$ cat config.mk
export PLATFORM = sky130hd
export DESIGN_NAME = smd_decoder
export DESIGN_NICKNAME = d
export VERILOG_FILES = /design/src/rtl/smd_pkg.sv /design/src/rtl/smd_mem_guard.sv /design/src/rtl/smd_decoder.sv
export VERILOG_INCLUDE_DIRS = /design/src /design/src/rtl
export SDC_FILE = /design/constraint.sdc
export NUM_CORES = 1
export LEC_CHECK = 0
export BUFFER_PORTS_ARGS = -buffer_cell sky130_fd_sc_hd__buf_2
export CORE_ASPECT_RATIO = 1.4
export CORE_MARGIN = 2
export CORE_UTILIZATION = 40
export DETAILED_ROUTE_END_ITERATION = 8
export PLACE_DENSITY_LB_ADDON = 0.25
export SYNTH_ARGS = -nofsm -noshare
export SYNTH_HDL_FRONTEND = slang
export SYNTH_SLANG_ARGS = --single-unit
$ cat constraint.sdc
create_clock -name clock -period 4.1 [get_ports clock]
set_input_delay 0.615 -clock clock [delete_from_list [all_inputs] [get_ports clock]]
set_output_delay 0.615 -clock clock [all_outputs]
set_load 0.02 [all_outputs]
$ cat src/rtl/smd_params.svh
`ifndef SMD_PARAMS_SVH
`define SMD_PARAMS_SVH
`define SMD_ADDR_W        24
`define SMD_EXT_LO_END    24'h007fff
`define SMD_RSV_DS_BEG    24'h008000
`define SMD_RSV_DS_END    24'h009fff
`define SMD_DATA_SRAM_BEG     24'h00a000
`define SMD_DATA_SRAM_END     24'h00dfff
`define SMD_AUX_BEG       24'h00e000
`define SMD_AUX_END       24'h00efff
`define SMD_ECA_BEG       24'h00f000
`define SMD_ECA_END       24'h00f1ff
`define SMD_RSV_DP_BEG    24'h00f200
`define SMD_RSV_DP_END    24'h00f5ff
`define SMD_DUAL_PORT_RAM_BEG     24'h00f600
`define SMD_DUAL_PORT_RAM_END     24'h00fdff
`define SMD_DUAL_PORT_RAM_BIT_BEG 24'h00fd00
`define SMD_PCA_BEG       24'h00fe00
`define SMD_PCA_END       24'h00ffff
`define SMD_EXT_HI_BEG    24'h010000
`define SMD_EXT_HI_END    24'h1fffff
`define SMD_CAN_BEG       24'h200000
`define SMD_CAN_END       24'h203fff
`define SMD_SCU_BEG       24'h204000
`define SMD_SCU_END       24'h205fff
`define SMD_RSV_A_BEG     24'h206000
`define SMD_RSV_A_END     24'h207fff
`define SMD_ALT_BEG       24'h208000
`define SMD_ALT_END       24'h20bfff
`define SMD_RSV_B_BEG     24'h20c000
`define SMD_RSV_B_END     24'h20ffff
`define SMD_XIO_BEG       24'h210000
`define SMD_XIO_END       24'h3fffff
`define SMD_FLR_BEG       24'hc0f000
`define SMD_FLR_END       24'hc0ffff
`define SMD_ALT_OFS       24'h008000
`define SMD_ALT_CAN_END   24'h209fff
`define SMD_ALT_SCU_BEG   24'h20a000
`define SMD_ALT_SCU_OFS   24'h006000
`define SMD_GPR_BYTES     32
`define SMD_SECT_W        12
`define SMD_BLK_W         5
`define SMD_PROGRAM_SRAM_BEG     24'he00000
`define SMD_PROGRAM_SRAM_END     24'he07fff
`define SMD_SECT_SH       12
`define SMD_BLK_SH        7
`endif

$ cat src/rtl/smd_pkg.sv
package smd_pkg;
    typedef enum logic [3:0] {
        SMD_T_NONE, SMD_T_EXT, SMD_T_DATA_SRAM, SMD_T_AUX, SMD_T_ECA, SMD_T_DUAL_PORT_RAM,
        SMD_T_PCA, SMD_T_CAN, SMD_T_SCU, SMD_T_FLASH_RSV, SMD_T_PROGRAM_SRAM
    } smd_target_t;
endpackage

$ cat src/rtl/smd_mem_guard.sv
`timescale 1ns/10ps
`default_nettype none
module smd_mem_guard #(
    parameter int DW = 16
) (
    input  wire logic          clock,
    input  wire logic          nrst,
    input  wire logic          par_en,
    input  wire logic          ecc_en,
    input  wire logic          rd_vld,
    input  wire logic [DW-1:0] rd_data,
    input  wire logic [DW-1:0] rd_flip,
    input  wire logic          rd_par,
    output logic      [DW-1:0] fix_data_r,
    output logic               err_det_r,
    output logic               err_fix_r
);
    // flip marks the one bit the syndrome decoder points at
    wire logic          par_bad = rd_vld & ((^rd_data) ^ rd_par);
    wire logic          one_bit = (rd_flip != '0) && ((rd_flip & (rd_flip - 1'b1)) == '0);
    wire logic          can_fix = ecc_en & par_bad & one_bit;
    wire logic [DW-1:0] fixed   = can_fix ? (rd_data ^ rd_flip) : rd_data;
    always_ff @(posedge clock) begin
        if (!nrst) begin
            fix_data_r <= '0;
            err_det_r  <= 1'b0;
            err_fix_r  <= 1'b0;
        end else begin
            fix_data_r <= fixed;
            err_det_r  <= par_bad & (par_en | ecc_en);
            err_fix_r  <= can_fix;
        end
    end
endmodule
`default_nettype wire

$ cat src/rtl/smd_decoder.sv
`timescale 1ns/10ps
`default_nettype none
`include "smd_params.svh"
// How it works
// - 00a000-00dfff selects the data sram.
// - 00f600-00fdff selects the dual port ram.
// - top 256 dual port bytes and register-bank words are bit addressable.
// - control areas at 00fe00-00ffff and 00f000-00f1ff.
// - can at 200000, serial at 204000, mirrored at 208000.
// - c0f000-c0ffff is reserved flash, flagged separately.
// - 000000-007fff and 010000-1fffff go to the external bus.
// - external io accesses disable pipeline optimisations.
// - writes into the protected program sram region are blocked.
// - flash sector and 128-byte block indices are reported.
// - parity detects, ecc detects and corrects single-bit errors.
// - 00e000-00efff selects the auxiliary register area.
module smd_decoder
    import smd_pkg::*;
#(
    parameter int AW = `SMD_ADDR_W,
    parameter int DW = 16
) (
    input  wire logic          clock,
    input  wire logic          nrst,
    input  wire logic          req,
    input  wire logic          wr,
    input  wire logic [AW-1:0] addr,
    input  wire logic [AW-1:0] gpr_base,
    input  wire logic [AW-1:0] program_sram_wp_size,
    input  wire logic          par_en,
    input  wire logic          ecc_en,
    input  wire logic          rd_vld,
    input  wire logic [DW-1:0] rd_data,
    input  wire logic [DW-1:0] rd_flip,
    input  wire logic          rd_par,
    output smd_target_t        target_r,
    output logic               sel_data_sram_r,
    output logic               sel_dual_port_ram_r,
    output logic               sel_aux_area_r,
    output logic               sel_ext_ctrl_area_r,
    output logic               sel_pri_ctrl_area_r,
    output logic               sel_can_r,
    output logic               sel_serial_r,
    output logic               sel_ext_bus_r,
    output logic               sel_program_sram_r,
    output logic               bit_addr_ok_r,
    output logic               ext_io_r,
    output logic               flash_rsv_r,
    output logic               reserved_r,
    output logic               wr_blocked_r,
    output logic [AW-1:0]      local_addr_r,
    output logic [11:0]        flash_sector_r,
    output logic [4:0]         flash_block_r,
    output logic [DW-1:0]      fix_data_r,
    output logic               err_det_r,
    output logic               err_fix_r
);
    // =====================================
    // range helper
    function automatic logic in_rng(input logic [AW-1:0] a, input logic [AW-1:0] lo,
                                    input logic [AW-1:0] hi);
        in_rng = (a >= lo) && (a <= hi);
    endfunction

    // =====================================
    // address decode
    wire logic hit_ext_lo = in_rng(addr, '0, `SMD_EXT_LO_END);
    wire logic hit_ext_hi = in_rng(addr, `SMD_EXT_HI_BEG, `SMD_EXT_HI_END);
    wire logic hit_ds     = in_rng(addr, `SMD_DATA_SRAM_BEG, `SMD_DATA_SRAM_END);
    wire logic hit_aux    = in_rng(addr, `SMD_AUX_BEG, `SMD_AUX_END);
    wire logic hit_eca    = in_rng(addr, `SMD_ECA_BEG, `SMD_ECA_END);
    wire logic hit_dp     = in_rng(addr, `SMD_DUAL_PORT_RAM_BEG, `SMD_DUAL_PORT_RAM_END);
    wire logic hit_pca    = in_rng(addr, `SMD_PCA_BEG, `SMD_PCA_END);
    wire logic hit_can    = in_rng(addr, `SMD_CAN_BEG, `SMD_CAN_END);
    wire logic hit_scu    = in_rng(addr, `SMD_SCU_BEG, `SMD_SCU_END);
    wire logic hit_alt    = in_rng(addr, `SMD_ALT_BEG, `SMD_ALT_END);
    wire logic hit_xio    = in_rng(addr, `SMD_XIO_BEG, `SMD_XIO_END);
    wire logic hit_flr    = in_rng(addr, `SMD_FLR_BEG, `SMD_FLR_END);
    wire logic hit_ps     = in_rng(addr, `SMD_PROGRAM_SRAM_BEG, `SMD_PROGRAM_SRAM_END);
    wire logic hit_rsv    = in_rng(addr, `SMD_RSV_DS_BEG, `SMD_RSV_DS_END)
                          | in_rng(addr, `SMD_RSV_DP_BEG, `SMD_RSV_DP_END)
                          | in_rng(addr, `SMD_RSV_A_BEG, `SMD_RSV_A_END)
                          | in_rng(addr, `SMD_RSV_B_BEG, `SMD_RSV_B_END);

    // mirror folds back onto the primary window so one page pointer reaches both;
    // only the first 8k of can regs fit beside the whole serial set in one page
    wire logic          alt_scu  = hit_alt & in_rng(addr, `SMD_ALT_SCU_BEG, `SMD_ALT_END);
    wire logic          alt_can  = hit_alt & ~alt_scu;
    wire logic [AW-1:0] alt_ofs  = alt_scu ? AW'(`SMD_ALT_SCU_OFS) : AW'(`SMD_ALT_OFS);
    wire logic [AW-1:0] alt_addr = addr - alt_ofs;

    // bank words are bit addressable wherever the register bank sits inside the dual port ram
    wire logic gpr_hit = hit_dp && (addr >= gpr_base) && (addr - gpr_base < AW'(`SMD_GPR_BYTES));
    wire logic bit_ok  = in_rng(addr, `SMD_DUAL_PORT_RAM_BIT_BEG, `SMD_DUAL_PORT_RAM_END) | gpr_hit
                       | hit_eca | hit_pca;

    // protected region grows down from the top of program sram
    wire logic [AW-1:0] wp_lo = AW'(`SMD_PROGRAM_SRAM_END) - program_sram_wp_size + 1'b1;
    wire logic wp_hit = hit_ps && (program_sram_wp_size != '0) && (addr >= wp_lo);
    wire logic blk    = req & wr & (wp_hit | hit_flr);

    smd_target_t tgt;
    assign tgt = hit_rsv  ? SMD_T_NONE :
                 hit_ds   ? SMD_T_DATA_SRAM :
                 hit_aux  ? SMD_T_AUX :
                 hit_eca  ? SMD_T_ECA :
                 hit_dp   ? SMD_T_DUAL_PORT_RAM :
                 hit_pca  ? SMD_T_PCA :
                 (hit_can | alt_can) ? SMD_T_CAN :
                 (hit_scu | alt_scu) ? SMD_T_SCU :
                 (hit_ext_lo | hit_ext_hi | hit_xio) ? SMD_T_EXT :
                 hit_flr  ? SMD_T_FLASH_RSV :
                 hit_ps   ? SMD_T_PROGRAM_SRAM : SMD_T_NONE;

    wire logic [AW-1:0] loc = alt_can | alt_scu ? alt_addr : addr;
    wire logic          go  = req & ~blk;

    // =====================================
    // next values, one per registered output except local_addr_r and wr_blocked_r
    smd_target_t target_nxt;
    assign target_nxt = req ? tgt : SMD_T_NONE;
    wire logic                   sel_ds_nxt    = go & (tgt == SMD_T_DATA_SRAM);
    wire logic                   sel_dp_nxt    = go & (tgt == SMD_T_DUAL_PORT_RAM);
    wire logic                   sel_aux_nxt   = go & (tgt == SMD_T_AUX);
    wire logic                   sel_eca_nxt   = go & (tgt == SMD_T_ECA);
    wire logic                   sel_pca_nxt   = go & (tgt == SMD_T_PCA);
    wire logic                   sel_can_nxt   = go & (tgt == SMD_T_CAN);
    wire logic                   sel_scu_nxt   = go & (tgt == SMD_T_SCU);
    wire logic                   sel_ext_nxt   = go & (tgt == SMD_T_EXT);
    wire logic                   sel_ps_nxt    = go & (tgt == SMD_T_PROGRAM_SRAM);
    wire logic                   bit_ok_nxt    = req & bit_ok;
    wire logic                   ext_io_nxt    = req & hit_xio;
    wire logic                   flash_rsv_nxt = req & hit_flr;
    wire logic                   reserved_nxt  = req & hit_rsv;
    wire logic [`SMD_SECT_W-1:0] sector_nxt    = addr[`SMD_SECT_SH +: `SMD_SECT_W];
    wire logic [`SMD_BLK_W-1:0]  block_nxt     = addr[`SMD_BLK_SH +: `SMD_BLK_W];

    // =====================================
    // registered target and local address
    always_ff @(posedge clock) begin
        if (!nrst) begin
            target_r     <= SMD_T_NONE;
            local_addr_r <= '0;
        end else begin
            target_r     <= target_nxt;
            local_addr_r <= loc;
        end
    end

    // =====================================
    // registered selects
    always_ff @(posedge clock) begin
        if (!nrst) begin
            sel_data_sram_r     <= 1'b0;
            sel_dual_port_ram_r <= 1'b0;
            sel_aux_area_r      <= 1'b0;
            sel_ext_ctrl_area_r <= 1'b0;
            sel_pri_ctrl_area_r <= 1'b0;
            sel_can_r           <= 1'b0;
            sel_serial_r        <= 1'b0;
            sel_ext_bus_r       <= 1'b0;
            sel_program_sram_r  <= 1'b0;
        end else begin
            sel_data_sram_r     <= sel_ds_nxt;
            sel_dual_port_ram_r <= sel_dp_nxt;
            sel_aux_area_r      <= sel_aux_nxt;
            sel_ext_ctrl_area_r <= sel_eca_nxt;
            sel_pri_ctrl_area_r <= sel_pca_nxt;
            sel_can_r           <= sel_can_nxt;
            sel_serial_r        <= sel_scu_nxt;
            sel_ext_bus_r       <= sel_ext_nxt;
            sel_program_sram_r  <= sel_ps_nxt;
        end
    end

    // =====================================
    // registered flags
    // flags follow req even for blocked writes, so a trap handler sees the cause
    always_ff @(posedge clock) begin
        if (!nrst) begin
            bit_addr_ok_r <= 1'b0;
            ext_io_r      <= 1'b0;
            flash_rsv_r   <= 1'b0;
            reserved_r    <= 1'b0;
            wr_blocked_r  <= 1'b0;
        end else begin
            bit_addr_ok_r <= bit_ok_nxt;
            ext_io_r      <= ext_io_nxt;
            flash_rsv_r   <= flash_rsv_nxt;
            reserved_r    <= reserved_nxt;
            wr_blocked_r  <= blk;
        end
    end

    // =====================================
    // registered flash indices
    always_ff @(posedge clock) begin
        if (!nrst) begin
            flash_sector_r <= '0;
            flash_block_r  <= '0;
        end else begin
            flash_sector_r <= sector_nxt;
            flash_block_r  <= block_nxt;
        end
    end

    // =====================================
    // memory content protection
    smd_mem_guard #(.DW(DW)) u_guard (
        .clock      (clock),
        .nrst       (nrst),
        .par_en     (par_en),
        .ecc_en     (ecc_en),
        .rd_vld     (rd_vld),
        .rd_data    (rd_data),
        .rd_flip    (rd_flip),
        .rd_par     (rd_par),
        .fix_data_r (fix_data_r),
        .err_det_r  (err_det_r),
        .err_fix_r  (err_fix_r)
    );
endmodule
`default_nettype wire

==> flow_summary.rst <==
.. list-table::
   :header-rows: 1

   * - Metric
     - Value
   * - Outcome
     - completed
   * - Synth async-reset ratio
     - 0%
   * - Routability congestion estimate
     - 0.914
   * - Post-synthesis share of cell area spent on and, or, nand and nor gates
     - 27.5%
   * - Top FF cell, synth
     - sky130_fd_sc_hd__dfxtp_1
   * - Antenna violations before repair
     - 0
   * - DR vias/cell
     - 5.38
   * - Portion of synthesized cell area occupied by the leading cell type
     - 26.9%
   * - Library cells used by synthesis
     - 69
   * - Buffer cell driving the clock tree root
     - sky130_fd_sc_hd__clkbuf_16
   * - Post-route antenna net violation count
     - 0
   * - Post-Synthesis Cell Area
     - 5290 µm²
   * - Buffers added on ports
     - 188
   * - Post-layout min period
     - 3670 ps
   * - Total negative setup slack
     - 0 ps
   * - Internal power consumption
     - 1.44 mW
   * - Final number of hold-violating endpoints
     - 0
   * - Required @ worst endpoint
     - 4350 ps
   * - Portion of netlist area occupied by mux cells
     - 1.35%
   * - Net switching power figure
     - 0.650 mW
   * - Number of max-capacitance violations reported
     - 0
   * - Final worst-path setup slack
     - 431 ps
   * - Start-to-end type of the worst setup path
     - in2reg
   * - Final Max Slew Viols
     - 0
   * - Seq/Total Area, Yosys
     - 26.9%
   * - Post-detailed-route DRC marker count
     - 0
   * - Achievable Freq
     - 273 MHz
   * - Slew @ Worst Pin
     - 721 ps
   * - Setup bufs post-CTS
     - 0
   * - Power density cells
     - 318 nW/µm²
   * - Share of the core filled with cells
     - 51.0%
   * - Vias in the first global route
     - 5,074
   * - Clock-pin slew on the worst setup and hold paths
     - 60 ps
   * - Number of stages on the worst hold path
     - 3
   * - Part of the power in registers
     - 34.8%
   * - Number of synthesized register bits
     - 71
   * - Post-layout net count
     - 999
   * - Total nets after synthesis
     - 820
   * - Cell type contributing the most total cell area after synthesis
     - sky130_fd_sc_hd__dfxtp_1
   * - Total Wirelength
     - 15.6 mm
   * - Die width
     - 101 µm
   * - DRT iter0 DRCs
     - 176
   * - Standby leakage power
     - 3.17 nW
   * - Clock share of power
     - 38.2%
   * - Hold Startpoint
     - par_en
   * - Path type of the worst min-delay path
     - in2reg
   * - Drt wl/cell
     - 15.7 µm
   * - Fraction of power spent switching nets
     - 31.1%
   * - Remaining global-route overflow
     - 0
   * - Cell types with the largest area share after synthesis
     - sky130_fd_sc_hd__dfxtp_1 27%, sky130_fd_sc_hd__ha_1 12%, sky130_fd_sc_hd__nor2_1 5.1%, sky130_fd_sc_hd__xor2_1 4.6%, sky130_fd_sc_hd__xnor2_1 4.3%
   * - Total number of vias
     - 5,332
   * - Cell area after layout
     - 6560 µm²
   * - Post-synthesis instance total
     - 655
   * - Floorplan die height
     - 140 µm
   * - Antenna diode count
     - 0
   * - Clock tree from TritonCTS
     - yes
   * - Final setup violating endpoints
     - 0
   * - Maximum fanout along the worst path
     - 5
   * - Clock sinks
     - 71
   * - Layout Area Growth over Synthesis
     - 24.1%
   * - Largest voltage drop on the vdd net
     - 0.000193 V
   * - Placement-stage worst setup slack
     - 126 ps
   * - Area of the core region
     - 12,900 µm²
   * - End point of the worst hold path
     - u_guard.err_det_r
   * - Dominant combinational cell family by area after synthesis
     - simple AND/OR/NAND/NOR gates
   * - Number of core rows
     - 49
   * - Inserted Clock Buffers
     - 9
   * - Worst-case clock buffer depth
     - 2
   * - Estimated wirelength of the detail-placed design
     - 12.8 mm
   * - Critical path arrival
     - 3920 ps
   * - Fraction of the cycle the final worst path needs
     - 89.5%
   * - Die Footprint
     - 14,200 µm²
   * - Post-synth EDFFs
     - 0
   * - Starting Density
     - 41.0%
   * - Element type at the critical path end
     - flip-flop
   * - Count of TritonRoute iterations in the first routing pass
     - 4
   * - Share of cells above drive strength 1
     - 26.8%
   * - Ports placed on the boundary
     - 189
   * - XOR/XNOR Fraction of Synth Area
     - 9.38%
   * - Type of origin of the critical path
     - input pin
   * - Hold buffers post-CTS
     - 0
   * - Count of warnings emitted by yosys
     - 0
   * - Post-route total power
     - 2.09 mW
   * - Quantity of gates resized following cts
     - 0
   * - Area fraction in compound gates after synthesis
     - 14.7%
   * - H-tree levels
     - 3
   * - Share of power burned in combinational logic
     - 27.0%
   * - Cell area reported after detailed placement
     - 6250 µm²
   * - Post-synthesis area per instance
     - 8.07 µm²
   * - Relative slew slack
     - 51.7%
   * - Total global routing track utilization
     - 21.5%
   * - Unrepaired setup endpoints after global routing
     - false
   * - Global-route wire length before repair
     - 24.1 mm
   * - Fraction of the mapped netlist area in adder cells
     - 13.1%
   * - Pin count of the biggest net entering global routing
     - 36
-- logic make-up after synthesis --
group / count (synthesis)
compound gates: 120
xor+xnor: 55
fa+ha+maj: 55
buf+inv: 70
flops: 71
mux: 7
simple gates: 277
-- worst max path at each step --
stage                                  startpoint  cells past startpoint                  to  slack, ps
after global routing      program_sram_wp_size[8]                     16  sel_program_sram_r        210
final                     program_sram_wp_size[8]                     16  sel_program_sram_r        430
after floorplan           program_sram_wp_size[2]                     15  sel_program_sram_r        530
after detailed placement  program_sram_wp_size[8]                     16  sel_program_sram_r        130
after CTS                 program_sram_wp_size[8]                     16  sel_program_sram_r        460
after global placement    program_sram_wp_size[8]                     16  sel_program_sram_r        170
-- power by group through the flow --
| stage | sequential (mW) | clock [mW] | combinational [mW] |
|---|---|---|---|
| after global placement | 0.741 | 0 | 0.560 |
| after CTS | 0.726 | 0.817 | 0.564 |
| final | 0.726 | 0.798 | 0.564 |
| after floorplan | 0.781 | 0 | 0.344 |
| after global routing | 0.728 | 0.847 | 0.627 |
| after detailed placement | 0.742 | 0 | 0.563 |
-- worst max-delay path, stage by stage --
cell                       delay [ps]
sky130_fd_sc_hd__buf_2            130
sky130_fd_sc_hd__or4_1            590
sky130_fd_sc_hd__nor4_1           270
sky130_fd_sc_hd__nand3_1          140
sky130_fd_sc_hd__and2_1           220
sky130_fd_sc_hd__nand2b_1         180
sky130_fd_sc_hd__xor2_1           150
sky130_fd_sc_hd__ha_1             300
sky130_fd_sc_hd__a21o_1           180
sky130_fd_sc_hd__a21o_1           160
sky130_fd_sc_hd__a21oi_1          120
sky130_fd_sc_hd__o21ai_0          120
sky130_fd_sc_hd__nor3_1           150
sky130_fd_sc_hd__a31oi_1          180
sky130_fd_sc_hd__o211ai_1         230
sky130_fd_sc_hd__nor3b_1          190
-- Yosys cell counts (13+ instances only) --
cell	instances
sky130_fd_sc_hd__xor2_1	28
sky130_fd_sc_hd__dfxtp_1	71
sky130_fd_sc_hd__a21oi_1	35
sky130_fd_sc_hd__o21ai_0	29
sky130_fd_sc_hd__xnor2_1	26
sky130_fd_sc_hd__ha_1	52
sky130_fd_sc_hd__nand2b_1	13
sky130_fd_sc_hd__nor3_1	23
sky130_fd_sc_hd__nor2_1	72
sky130_fd_sc_hd__nand3_1	37
sky130_fd_sc_hd__nand4_1	13
sky130_fd_sc_hd__and2_1	23
sky130_fd_sc_hd__nand2_1	34
sky130_fd_sc_hd__inv_1	43
-- area by class of cell --
class	count	area, µm²
flip-flops and latches	71	1420
clock buffers	9	225
fillers	1324	6310
repair buffers	194	986
multi-input cells	514	3490
clock inverters	7	85.1
inverters	44	165
well taps	153	191
-- layout by cell type (no fill, tap or decap), drive strengths merged, types with 5 or more instances in the layout --
cell type,synthesis,routed
nand2b,13,13
clkbuf,13,9
dfxtp,71,71
ha,52,52
nand4,13,13
inv,43,47
a211o,5,5
and3,9,9
and2,24,24
or2,5,5
buf,11,194
or4,5,5
nor2,72,72
nand2,34,34
nand3,37,37
xor2,28,28
o211ai,7,7
nor2b,10,10
mux2i,6,6
a21o,11,11
nor3,23,23
a21oi,35,35
nor4,13,13
or3,8,8
xnor2,26,26
o21ai,29,29
-- sequential cells by signal (all words and copies together) (netlist names), 4 cells and up --
register and count:
local_addr_r 24, target_r 4, flash_sector_r 11, u_guard.fix_data_r 16
-- layer usage --
metal | global-route usage [%] | up-vias | share of wire, %
met5 | 0 | - | 0
met4 | 9.82 | 0 | 3.1
met3 | 4.94 | 32 | 7.2
met2 | 38.8 | 215 | 51
met1 | 23.2 | 2410 | 39
li1 | - | 2675 | -
-- through the flow --
| step | hold slack [ps] | instances |
|---|---|---|
| final | 532 | 992 |
| after global routing | 551 | 992 |
| after CTS | 522 | 992 |
| after global placement | 867 | 976 |
| after detailed placement | 864 | 976 |
| after floorplan | 736 | 655 |
Note: power is estimated with default switching activity, not from simulation.
